==> src/sirq_defines.vh <==
// Constants for the system, interrupt and converter configuration bank.
// Assumes inclusion by sirq_regs.v only; definitions only, no logic.
`ifndef SIRQ_DEFINES_VH
`define SIRQ_DEFINES_VH

// ----------------------------------------------------------------------
// Register offsets
// ----------------------------------------------------------------------
`define SIRQ_OFF_ID_HI      8'h00
`define SIRQ_OFF_ID_LO      8'h01
`define SIRQ_OFF_REV        8'h02
`define SIRQ_OFF_RSTCTL     8'h03
`define SIRQ_OFF_CLKGATE    8'h04
`define SIRQ_OFF_SERCFG     8'h08
`define SIRQ_OFF_IRQCTL     8'h09
`define SIRQ_OFF_IRQEN      8'h0A
`define SIRQ_OFF_IRQFLAG    8'h0B
`define SIRQ_OFF_PINMASK    8'h0C
`define SIRQ_OFF_PINFLAG    8'h0D
`define SIRQ_OFF_CONV1      8'h20
`define SIRQ_OFF_CONV2      8'h21
`define SIRQ_OFF_CAPT       8'h22
`define SIRQ_OFF_CH0        8'h30
`define SIRQ_OFF_CH1        8'h32
`define SIRQ_OFF_CH4        8'h38
`define SIRQ_OFF_CH5        8'h3A
`define SIRQ_OFF_CH6        8'h3C
`define SIRQ_OFF_CH7        8'h3E

// ----------------------------------------------------------------------
// Identity values (arbitrary, neutral)
// ----------------------------------------------------------------------
`define SIRQ_ID_VALUE       16'h5A3C
`define SIRQ_REV_VALUE      8'h07

// ----------------------------------------------------------------------
// Reset values and writable-bit masks
// ----------------------------------------------------------------------
`define SIRQ_RST_RSTCTL     8'h00
`define SIRQ_RST_CLKGATE    8'h0F
`define SIRQ_RST_SERCFG     8'h01
`define SIRQ_RST_IRQCTL     8'h00
`define SIRQ_RST_IRQEN      8'h00
`define SIRQ_RST_IRQFLAG    8'h10
`define SIRQ_RST_PINMASK    8'h10
`define SIRQ_RST_PINFLAG    8'h00
`define SIRQ_RST_CONV1      8'h9C
`define SIRQ_RST_CONV2      8'h01
`define SIRQ_MSK_RSTCTL     8'h01
`define SIRQ_MSK_CLKGATE    8'h07
`define SIRQ_MSK_SERCFG     8'h07
`define SIRQ_MSK_IRQCTL     8'h07
`define SIRQ_MSK_IRQ        8'hDF
`define SIRQ_MSK_CONV1      8'h7A
`define SIRQ_MSK_CONV2      8'h03

// ----------------------------------------------------------------------
// Field positions
// ----------------------------------------------------------------------
`define SIRQ_RST_SOFT_BIT   1
`define SIRQ_RST_SLEEP_BIT  0
`define SIRQ_SER_STEP_BIT   2
`define SIRQ_CTL_POL_BIT    2
`define SIRQ_CTL_EDGE_BIT   1
`define SIRQ_CTL_GLOB_BIT   0
`define SIRQ_IRQ_PIN_BIT    7
`define SIRQ_IRQ_CONV_BIT   6
`define SIRQ_IRQ_EMPTY_BIT  4
`define SIRQ_IRQ_FULL_BIT   3
`define SIRQ_IRQ_OFLOW_BIT  2
`define SIRQ_IRQ_LEVEL_BIT  1
`define SIRQ_IRQ_TOUCH_BIT  0
`define SIRQ_CV_RES_BIT     3
`define SIRQ_CV_REF_BIT     1

// ----------------------------------------------------------------------
// Timing
// ----------------------------------------------------------------------
`define SIRQ_STRAP_WAIT     2'h3

`endif

==> src/sirq_regs.v <==
// Register bank: identity, reset and sleep, clock gating, serial config,
// two-tier interrupt tree and converter configuration.
// Assumes the serial engine and the event sources run on clk_sys.
`timescale 1ns/1ps
`include "sirq_defines.vh"

module sirq_regs (
  input  wire        clk_sys,            // System clock, 100 MHz.
  input  wire        rst_n,              // Power-up reset, async, low.
  input  wire [7:0]  regAddr,            // Register address from serial.
  input  wire [7:0]  regWrData,          // Write data.
  input  wire        regWrEn,            // Write strobe, one cycle.
  input  wire        regRdEn,            // Read strobe, one cycle.
  output reg  [7:0]  regRdData,          // Read data, valid after strobe.
  input  wire        addressStrapPin,    // Strap pin, asynchronous.
  input  wire [7:0]  pinEvent,           // Per-pin event pulses.
  input  wire        converterEvent,     // Any converter event pulse.
  input  wire        contactEvent,       // Touch detected pulse.
  input  wire        queueOverflowEvent, // Queue overflow pulse.
  input  wire        queueFullEvent,     // Queue full pulse.
  input  wire        queueEmptyEvent,    // Queue empty pulse.
  input  wire [7:0]  queueFill,          // Current queue fill level.
  input  wire [7:0]  queueThreshold,     // Queue threshold setting.
  input  wire [7:0]  captureBusy,        // Channels still converting.
  input  wire [11:0] resultCh0,          // Result, analog input b.
  input  wire [11:0] resultCh1,          // Result, analog input a.
  input  wire [11:0] resultCh4,          // Result, touch channel 4.
  input  wire [11:0] resultCh5,          // Result, touch channel 5.
  input  wire [11:0] resultCh6,          // Result, touch channel 6.
  input  wire [11:0] resultCh7,          // Result, touch channel 7.
  output reg         softResetPulse,     // Whole-device reset request.
  output reg         forcedSleep,        // Force hibernation.
  output reg         hotKeyWakeEnable,   // Hot-key wake allowed.
  output reg         pinUnitClockGate,   // Stop pin unit clock.
  output reg         touchUnitClockGate, // Stop touch unit clock.
  output reg         convUnitClockGate,  // Stop converter clock.
  output reg         addressStepEnable,  // Auto-stepped addressing.
  output reg  [1:0]  serialClockStyle,   // Serial clock mode bits.
  output reg  [6:0]  conversionCycles,   // Conversion time, 0 = invalid.
  output reg         resolutionSelect,   // 1 = 12-bit results.
  output reg         externalRefSelect,  // 1 = external reference.
  output reg  [1:0]  converterFreqSel,   // Converter clock field.
  output reg  [7:0]  captureStrobe,      // Start-capture pulses.
  output reg         irqPin              // Interrupt output pin level.
);

  // --------------------------------------------------------------------
  // Functions
  // --------------------------------------------------------------------
  function [6:0] convTime;
    input [2:0] code;
    begin
      case (code)
        3'h0:    convTime = 7'h24;
        3'h1:    convTime = 7'h2C;
        3'h2:    convTime = 7'h38;
        3'h3:    convTime = 7'h40;
        3'h4:    convTime = 7'h50;
        3'h5:    convTime = 7'h60;
        3'h6:    convTime = 7'h7C;
        default: convTime = 7'h00;
      endcase
    end
  endfunction

  function hit;
    input [7:0] off;
    begin
      hit = (regAddr == off);
    end
  endfunction

  // --------------------------------------------------------------------
  // Storage
  // --------------------------------------------------------------------
  reg  [7:0] rstCtl;
  reg  [7:0] clkGate;
  reg  [7:0] serCfg;
  reg  [7:0] irqCtl;
  reg  [7:0] irqEn;
  reg  [7:0] irqFlag;
  reg  [7:0] pinMask;
  reg  [7:0] pinFlag;
  reg  [7:0] conv1;
  reg  [7:0] conv2;
  reg        softPending;
  reg        levelArmed;
  reg        irqPendingQ;
  reg        strapSync1;
  reg        strapSync2;
  reg  [1:0] strapCnt;
  reg        strapDone;
  reg  [7:0] readValue;
  wire       wr;
  wire       levelReached;
  wire [7:0] irqSet;
  wire       irqPending;
  wire       irqActive;
  wire       pinRead;
  wire [15:0] idWord;

  assign idWord       = `SIRQ_ID_VALUE;
  assign wr           = regWrEn;
  assign pinRead      = regRdEn & hit(`SIRQ_OFF_PINFLAG);
  assign levelReached = (queueFill >= queueThreshold);

  // --------------------------------------------------------------------
  // Strap capture
  // --------------------------------------------------------------------
  // The strap is synchronised, then taken once a few cycles after release.
  always @(posedge clk_sys or negedge rst_n) begin
    if (!rst_n) begin
      strapSync1 <= 1'b0;
      strapSync2 <= 1'b0;
      strapCnt   <= 2'h0;
      strapDone  <= 1'b0;
    end else begin
      strapSync1 <= addressStrapPin;
      strapSync2 <= strapSync1;
      if (strapCnt != `SIRQ_STRAP_WAIT) begin
        strapCnt <= strapCnt + 2'h1;
      end
      if (strapCnt == `SIRQ_STRAP_WAIT) begin
        strapDone <= 1'b1;
      end
    end
  end

  // --------------------------------------------------------------------
  // Event sets
  // --------------------------------------------------------------------
  assign irqSet[`SIRQ_IRQ_PIN_BIT]   = |(pinEvent & pinMask);
  assign irqSet[`SIRQ_IRQ_CONV_BIT]  = converterEvent;
  assign irqSet[5]                   = 1'b0;
  assign irqSet[`SIRQ_IRQ_EMPTY_BIT] = queueEmptyEvent;
  assign irqSet[`SIRQ_IRQ_FULL_BIT]  = queueFullEvent;
  assign irqSet[`SIRQ_IRQ_OFLOW_BIT] = queueOverflowEvent;
  assign irqSet[`SIRQ_IRQ_LEVEL_BIT] = levelReached & levelArmed;
  assign irqSet[`SIRQ_IRQ_TOUCH_BIT] = contactEvent;

  // --------------------------------------------------------------------
  // Register writes
  // --------------------------------------------------------------------
  // A soft reset returns every register to its power-up value one cycle
  // after the request, except serCfg[1:0], which keeps its current value, and the strap capture, which is power-up only.
  always @(posedge clk_sys or negedge rst_n) begin
    if (!rst_n) begin
      rstCtl      <= `SIRQ_RST_RSTCTL;
      clkGate     <= `SIRQ_RST_CLKGATE & `SIRQ_MSK_CLKGATE;
      serCfg      <= `SIRQ_RST_SERCFG;
      irqCtl      <= `SIRQ_RST_IRQCTL;
      irqEn       <= `SIRQ_RST_IRQEN;
      irqFlag     <= `SIRQ_RST_IRQFLAG;
      pinMask     <= `SIRQ_RST_PINMASK;
      pinFlag     <= `SIRQ_RST_PINFLAG;
      conv1       <= `SIRQ_RST_CONV1 & `SIRQ_MSK_CONV1;
      conv2       <= `SIRQ_RST_CONV2;
      softPending <= 1'b0;
      levelArmed  <= 1'b1;
    end else if (softPending) begin
      rstCtl      <= `SIRQ_RST_RSTCTL;
      clkGate     <= `SIRQ_RST_CLKGATE & `SIRQ_MSK_CLKGATE;
      serCfg      <= {5'h00, 1'b0, serCfg[1:0]};
      irqCtl      <= `SIRQ_RST_IRQCTL;
      irqEn       <= `SIRQ_RST_IRQEN;
      irqFlag     <= `SIRQ_RST_IRQFLAG;
      pinMask     <= `SIRQ_RST_PINMASK;
      pinFlag     <= `SIRQ_RST_PINFLAG;
      conv1       <= `SIRQ_RST_CONV1 & `SIRQ_MSK_CONV1;
      conv2       <= `SIRQ_RST_CONV2;
      softPending <= 1'b0;
      levelArmed  <= 1'b1;
    end else begin
      softPending <= wr & hit(`SIRQ_OFF_RSTCTL) &
                     regWrData[`SIRQ_RST_SOFT_BIT];
      if (wr && hit(`SIRQ_OFF_RSTCTL)) begin
        rstCtl <= regWrData & `SIRQ_MSK_RSTCTL;
      end
      if (wr && hit(`SIRQ_OFF_CLKGATE)) begin
        clkGate <= regWrData & `SIRQ_MSK_CLKGATE;
      end
      if (!strapDone && strapCnt == `SIRQ_STRAP_WAIT) begin
        serCfg[1:0] <= {strapSync2, strapSync2};
      end else if (wr && hit(`SIRQ_OFF_SERCFG)) begin
        serCfg <= regWrData & `SIRQ_MSK_SERCFG;
      end
      if (wr && hit(`SIRQ_OFF_IRQCTL)) begin
        irqCtl <= regWrData & `SIRQ_MSK_IRQCTL;
      end
      if (wr && hit(`SIRQ_OFF_IRQEN)) begin
        irqEn <= regWrData & `SIRQ_MSK_IRQ;
      end
      if (wr && hit(`SIRQ_OFF_IRQFLAG)) begin
        irqFlag <= (irqFlag & ~regWrData) | irqSet;
      end else begin
        irqFlag <= irqFlag | irqSet;
      end
      if (wr && hit(`SIRQ_OFF_PINMASK)) begin
        pinMask <= regWrData;
      end
      // Set wins over the clear-on-read in the same cycle.
      if (pinRead) begin
        pinFlag <= pinEvent;
      end else begin
        pinFlag <= pinFlag | pinEvent;
      end
      if (wr && hit(`SIRQ_OFF_CONV1)) begin
        conv1 <= regWrData & `SIRQ_MSK_CONV1;
      end
      if (wr && hit(`SIRQ_OFF_CONV2)) begin
        conv2 <= regWrData & `SIRQ_MSK_CONV2;
      end
      if (!levelReached) begin
        levelArmed <= 1'b1;
      end else if (levelArmed) begin
        levelArmed <= 1'b0;
      end
    end
  end

  // --------------------------------------------------------------------
  // Read mux
  // --------------------------------------------------------------------
  always @* begin
    readValue = 8'h00;
    case (regAddr)
      `SIRQ_OFF_ID_HI:   readValue = idWord[15:8];
      `SIRQ_OFF_ID_LO:   readValue = idWord[7:0];
      `SIRQ_OFF_REV:     readValue = `SIRQ_REV_VALUE;
      `SIRQ_OFF_RSTCTL:  readValue = rstCtl;
      `SIRQ_OFF_CLKGATE: readValue = clkGate;
      `SIRQ_OFF_SERCFG:  readValue = serCfg;
      `SIRQ_OFF_IRQCTL:  readValue = irqCtl;
      `SIRQ_OFF_IRQEN:   readValue = irqEn;
      `SIRQ_OFF_IRQFLAG: readValue = irqFlag;
      `SIRQ_OFF_PINMASK: readValue = pinMask;
      `SIRQ_OFF_PINFLAG: readValue = pinFlag;
      `SIRQ_OFF_CONV1:   readValue = conv1;
      `SIRQ_OFF_CONV2:   readValue = conv2;
      `SIRQ_OFF_CAPT:    readValue = captureBusy;
      // Results are 12 bits, high nibble at the even offset.
      `SIRQ_OFF_CH0:        readValue = {4'h0, resultCh0[11:8]};
      `SIRQ_OFF_CH0 + 8'h1: readValue = resultCh0[7:0];
      `SIRQ_OFF_CH1:        readValue = {4'h0, resultCh1[11:8]};
      `SIRQ_OFF_CH1 + 8'h1: readValue = resultCh1[7:0];
      `SIRQ_OFF_CH4:        readValue = {4'h0, resultCh4[11:8]};
      `SIRQ_OFF_CH4 + 8'h1: readValue = resultCh4[7:0];
      `SIRQ_OFF_CH5:        readValue = {4'h0, resultCh5[11:8]};
      `SIRQ_OFF_CH5 + 8'h1: readValue = resultCh5[7:0];
      `SIRQ_OFF_CH6:        readValue = {4'h0, resultCh6[11:8]};
      `SIRQ_OFF_CH6 + 8'h1: readValue = resultCh6[7:0];
      `SIRQ_OFF_CH7:        readValue = {4'h0, resultCh7[11:8]};
      `SIRQ_OFF_CH7 + 8'h1: readValue = resultCh7[7:0];
      default:           readValue = 8'h00;
    endcase
  end

  // --------------------------------------------------------------------
  // Interrupt pin
  // --------------------------------------------------------------------
  assign irqPending = irqCtl[`SIRQ_CTL_GLOB_BIT] &
                      (|(irqFlag & irqEn));
  // Edge style gives a one-cycle pulse each time irqPending rises, none for further conditions while it stays set.
  assign irqActive  = irqCtl[`SIRQ_CTL_EDGE_BIT] ?
                      (irqPending & ~irqPendingQ) : irqPending;

  // --------------------------------------------------------------------
  // Outputs
  // --------------------------------------------------------------------
  always @(posedge clk_sys or negedge rst_n) begin
    if (!rst_n) begin
      regRdData          <= 8'h00;
      softResetPulse     <= 1'b0;
      forcedSleep        <= 1'b0;
      hotKeyWakeEnable   <= 1'b1;
      pinUnitClockGate   <= 1'b0;
      touchUnitClockGate <= 1'b0;
      convUnitClockGate  <= 1'b0;
      addressStepEnable  <= 1'b0;
      serialClockStyle   <= 2'h0;
      conversionCycles   <= 7'h00;
      resolutionSelect   <= 1'b0;
      externalRefSelect  <= 1'b0;
      converterFreqSel   <= 2'h0;
      captureStrobe      <= 8'h00;
      irqPendingQ        <= 1'b0;
      irqPin             <= 1'b1;
    end else begin
      if (regRdEn) begin
        regRdData <= readValue;
      end
      softResetPulse     <= softPending;
      forcedSleep        <= rstCtl[`SIRQ_RST_SLEEP_BIT];
      hotKeyWakeEnable   <= ~rstCtl[`SIRQ_RST_SLEEP_BIT];
      pinUnitClockGate   <= clkGate[2];
      touchUnitClockGate <= clkGate[1];
      convUnitClockGate  <= clkGate[0];
      addressStepEnable  <= serCfg[`SIRQ_SER_STEP_BIT];
      serialClockStyle   <= serCfg[1:0];
      conversionCycles   <= convTime(conv1[6:4]);
      resolutionSelect   <= conv1[`SIRQ_CV_RES_BIT];
      externalRefSelect  <= conv1[`SIRQ_CV_REF_BIT];
      converterFreqSel   <= conv2[1:0];
      captureStrobe      <= (wr && hit(`SIRQ_OFF_CAPT) && !softPending) ?
                            regWrData : 8'h00;
      irqPendingQ        <= irqPending;
      irqPin             <= irqActive ~^ irqCtl[`SIRQ_CTL_POL_BIT];
    end
  end

endmodule // sirq_regs

==> config.mk <==
export PLATFORM = sky130hd
export DESIGN_NAME = sirq_regs
export DESIGN_NICKNAME = d
export VERILOG_FILES = /design/src/sirq_regs.v
export VERILOG_INCLUDE_DIRS = /design/src
export SDC_FILE = /design/constraint.sdc
export NUM_CORES = 1
export LEC_CHECK = 0
export BUFFER_PORTS_ARGS = -buffer_cell sky130_fd_sc_hd__buf_2
export CAP_MARGIN = 25
export CELL_PAD_IN_SITES_DETAIL_PLACEMENT = 0
export CELL_PAD_IN_SITES_GLOBAL_PLACEMENT = 2
export CORE_MARGIN = 5
export CORE_UTILIZATION = 32
export DETAILED_ROUTE_END_ITERATION = 8
export PLACE_DENSITY = 0.82
export SYNTH_ARGS = -nofsm -noshare
export SYNTH_HDL_FRONTEND = slang
export SYNTH_SLANG_ARGS = --single-unit
==> constraint.sdc <==
create_clock -name clk_sys -period 2.2 [get_ports clk_sys]
set_input_delay 0.11 -clock clk_sys [delete_from_list [all_inputs] [get_ports clk_sys]]
set_output_delay 0.11 -clock clk_sys [all_outputs]
set_load 0.1 [all_outputs]
==> flow_summary.yaml <==
run_status:
  status: "complete, no violations"
logic_synthesis:
  synth.avg_cell_area_um2: 9.23
  yosys-top-cells-count: "dfrtp_1, nand2_1, a21oi_1"
  synth_ff_type: "dfrtp_1"
  synth_edf_count: 0
  syn_inst: 550
  syn_area_um2: 5080
  yosys.area.top_type_share_pct: 38.9
  synth.most_common_cell: "dfrtp_1"
  synth_top_cell_by_area: "dfrtp_1"
  synth.distinct_cells: 61
  synth_seq_cells: 91
  ys_async_sr_fraction_pct: 100
  yosysWarnings: 0
  yosysSeqAreaShare_pct: 45.1
  synthTopCellsByArea: "dfrtp_1, dfstp_2, a21oi_1"
min_path:
  hp-class: "in2reg"
  whs_path_depth: 3
grt:
  top_usage_layer: "met2"
  grt_usage_pct: 21.8
  grt.met3_usage_pct: 3.63
  grt_pass1_vias: 5228
  grt_overflow: 0
  grt_antenna_before_repair: 0
  use_met1_pct: 28.7
  gr-usage-met2_pct: 36.6
  grt_pass1_wl_um: 30600
  grt_max_degree: 51
die:
  die_area_um2: 18500
  fp.dieH_um: 136
  initial_core_util_pct: 32.3
  core-area_um2: 15700
  io-pin-count: 167
  rows: 46
  die_w_um: 136
timing:
  finalSetupViolCount: 0
  post-route-period-util_pct: 75.6
  finalMaxSlewViolations: 0
  fin_skew_ns: 0.00814
  fmax_mhz: 601
  tightest_slew_ns: 0.792
  hold_violations: 0
  rsz0062_at_grt: "false"
  fin_crit_ns: 1.66
  tns_ns: 0
  slew_headroom_pct: 46.8
pwr:
  leakagePower_nw: 3.07
  p_total_w: 0.00423
  vdd_drop_max_v: 0.000389
  power_density_nw_per_um2: 639
clock_network:
  htreeDepth: 3
  cts.reportedPaths.clkPinSlew_ns: 0.06
  post_cts_buffers: 0
  root_buffer: "clkbuf_16"
  clock_path_buffers: 2
  cts_buffers: 9
  cts.sinks: 91
  insertion_delay_ns: 0.34
  tritoncts: "built"
route:
  drt_wl_total_um: 20300
  drc: 0
  wl_per_cell_um: 21.4
  routed_via_density: 5.36
  drt_iter0_drc: 437
  first_pass_iters: 7
  num_vias: 5074
  drtAntennaViolNets: 0
critical_path:
  ff2ff_path_depth: 6
  start_kind: "input port"
  cp.required_ns: 2.45
  cp.arrival_ns: 1.92
  critPathMaxFanout: 14
  crit_path_end_kind: "flip-flop"
  critPathKind: "in2reg"
flow_run:
  drv_cap: 0
place:
  dp_hpwl_um: 16000
  place.gp.congestion: 0.876
  io_buffers: 164
final_layout:
  n_antenna_cell: 0
  area_growth_pct: 30.4
  fin_nets: 865
  layout-drive-gt1-share_pct: 33.0
==> power by group <==
group,internal (W),total (W),switching (W)
clock,0.000996,0.00162,0.000626
combinational,0.000253,0.000778,0.000525
sequential,0.00176,0.00183,0.0000651
total,0.00301,0.00423,0.00122
==> cell families after synthesis <==
group                    count (synthesis)  share of synthesized area, %
other                                    1                        0.0739
adder cells (fa/ha/maj)                  9                          2.22
AND/OR/NAND/NOR                        205                          20.5
buffers and inverters                   56                          4.88
flip-flops                              91                          45.1
XOR/XNOR                                 3                         0.518
AO/OA/AOI/OAI                          156                          20.6
multiplexers                            29                          6.16
==> worst paths after layout <==
| kind | end | slack (ns) | start |
|---|---|---|---|
| max reg2reg | regRdData[1]$_DFFE_PN0P_ | 0.60 | serCfg[1]$_DFFE_PN0P_ |
| max | regRdData[2]$_DFFE_PN0P_ | 0.54 | regAddr[2] |
| min reg2reg | strapSync2$_DFF_PN0_ | 0.36 | strapSync1$_DFF_PN0_ |
| min in group asynchronous | conversionCycles[3]$_DFF_PN0_ | 0.21 | rst_n |
| max in group asynchronous | clkGate[0]$_DFFE_PN1P_ | 1.30 | rst_n |
| min | irqFlag[2]$_DFF_PN0_ | 0.00002 | queueOverflowEvent |
==> flip-flops by register name (all words and copies together), names as in the netlist, 2 cells and up <==
| register | cells |
|---|---|
| conv2 | 2 |
| conversionCycles | 5 |
| conv1 | 5 |
| pinMask | 8 |
| clkGate | 3 |
| strapCnt | 2 |
| regRdData | 8 |
| captureStrobe | 8 |
| irqCtl | 3 |
| irqEn | 7 |
| pinFlag | 8 |
| serCfg | 3 |
| converterFreqSel | 2 |
| serialClockStyle | 2 |
| irqFlag | 8 |
==> cell usage in the layout, fill, tap and decap left out, types with 9 or more instances in the layout <==
cell and instances:
mux2i_1 20, inv_1 18, and2_1 11, nand3_1 21, ha_1 9, nor2_1 50, buf_4 30, buf_2 163
a22oi_1 16, nand2b_1 12, dfstp_2 12, nand2_1 68, o21ai_0 20, clkbuf_16 9, a21oi_1 52, dfrtp_1 79
a32oi_1 9
==> per-stage QoR <==
| step | hold slack (ns) | instance area (um^2) | std cells | worst slack, ns | util, % |
|---|---|---|---|---|---|
| floorplan | -0.186 | 5080 | 551 | 0.646 | - |
| global placement | 0.0359 | 6260 | 925 | 0.179 | 39.8 |
| detailed placement | 0.0415 | 6260 | 925 | 0.249 | 39.8 |
| CTS | 0.00487 | 6620 | 947 | 0.610 | 42.1 |
| global route | 0.0147 | 6620 | 947 | 0.466 | 42.1 |
| finish | 0.0000174 | 6620 | 947 | 0.537 | 42.1 |
==> critical path, stage by stage <==
cell and delay [ns]:
buf_2 0.19, nor2_1 0.51, buf_4 0.27, nand2_1 0.17, nor2_1 0.22, a22o_1 0.19
nor4_1 0.05, a32oi_1 0.22
==> cell type report <==
cell class	instances	area, um^2
multi-input combinational	404	2540
timing repair buffer	201	1140
fill	1597	9090
clock buffer	13	240
sequential	91	2290
inverter	19	71.3
tap	216	270
clock inverter	3	65.1
==> metal layers <==
layer / vias to the layer above / wire [um]
met2: 221 / 9740
met5: - / 0
met1: 2480 / 8520
li1: 2347 / -
met3: 26 / 1550
met4: 0 / 441
==> repair_timing <==
action                     in CTS  in global routing
hold buffers                    6                  0
gates resized for setup         0                  0
hold endpoints to repair       27                  0
setup endpoints to repair       0                  0
Power figures use the tool's default switching activity.
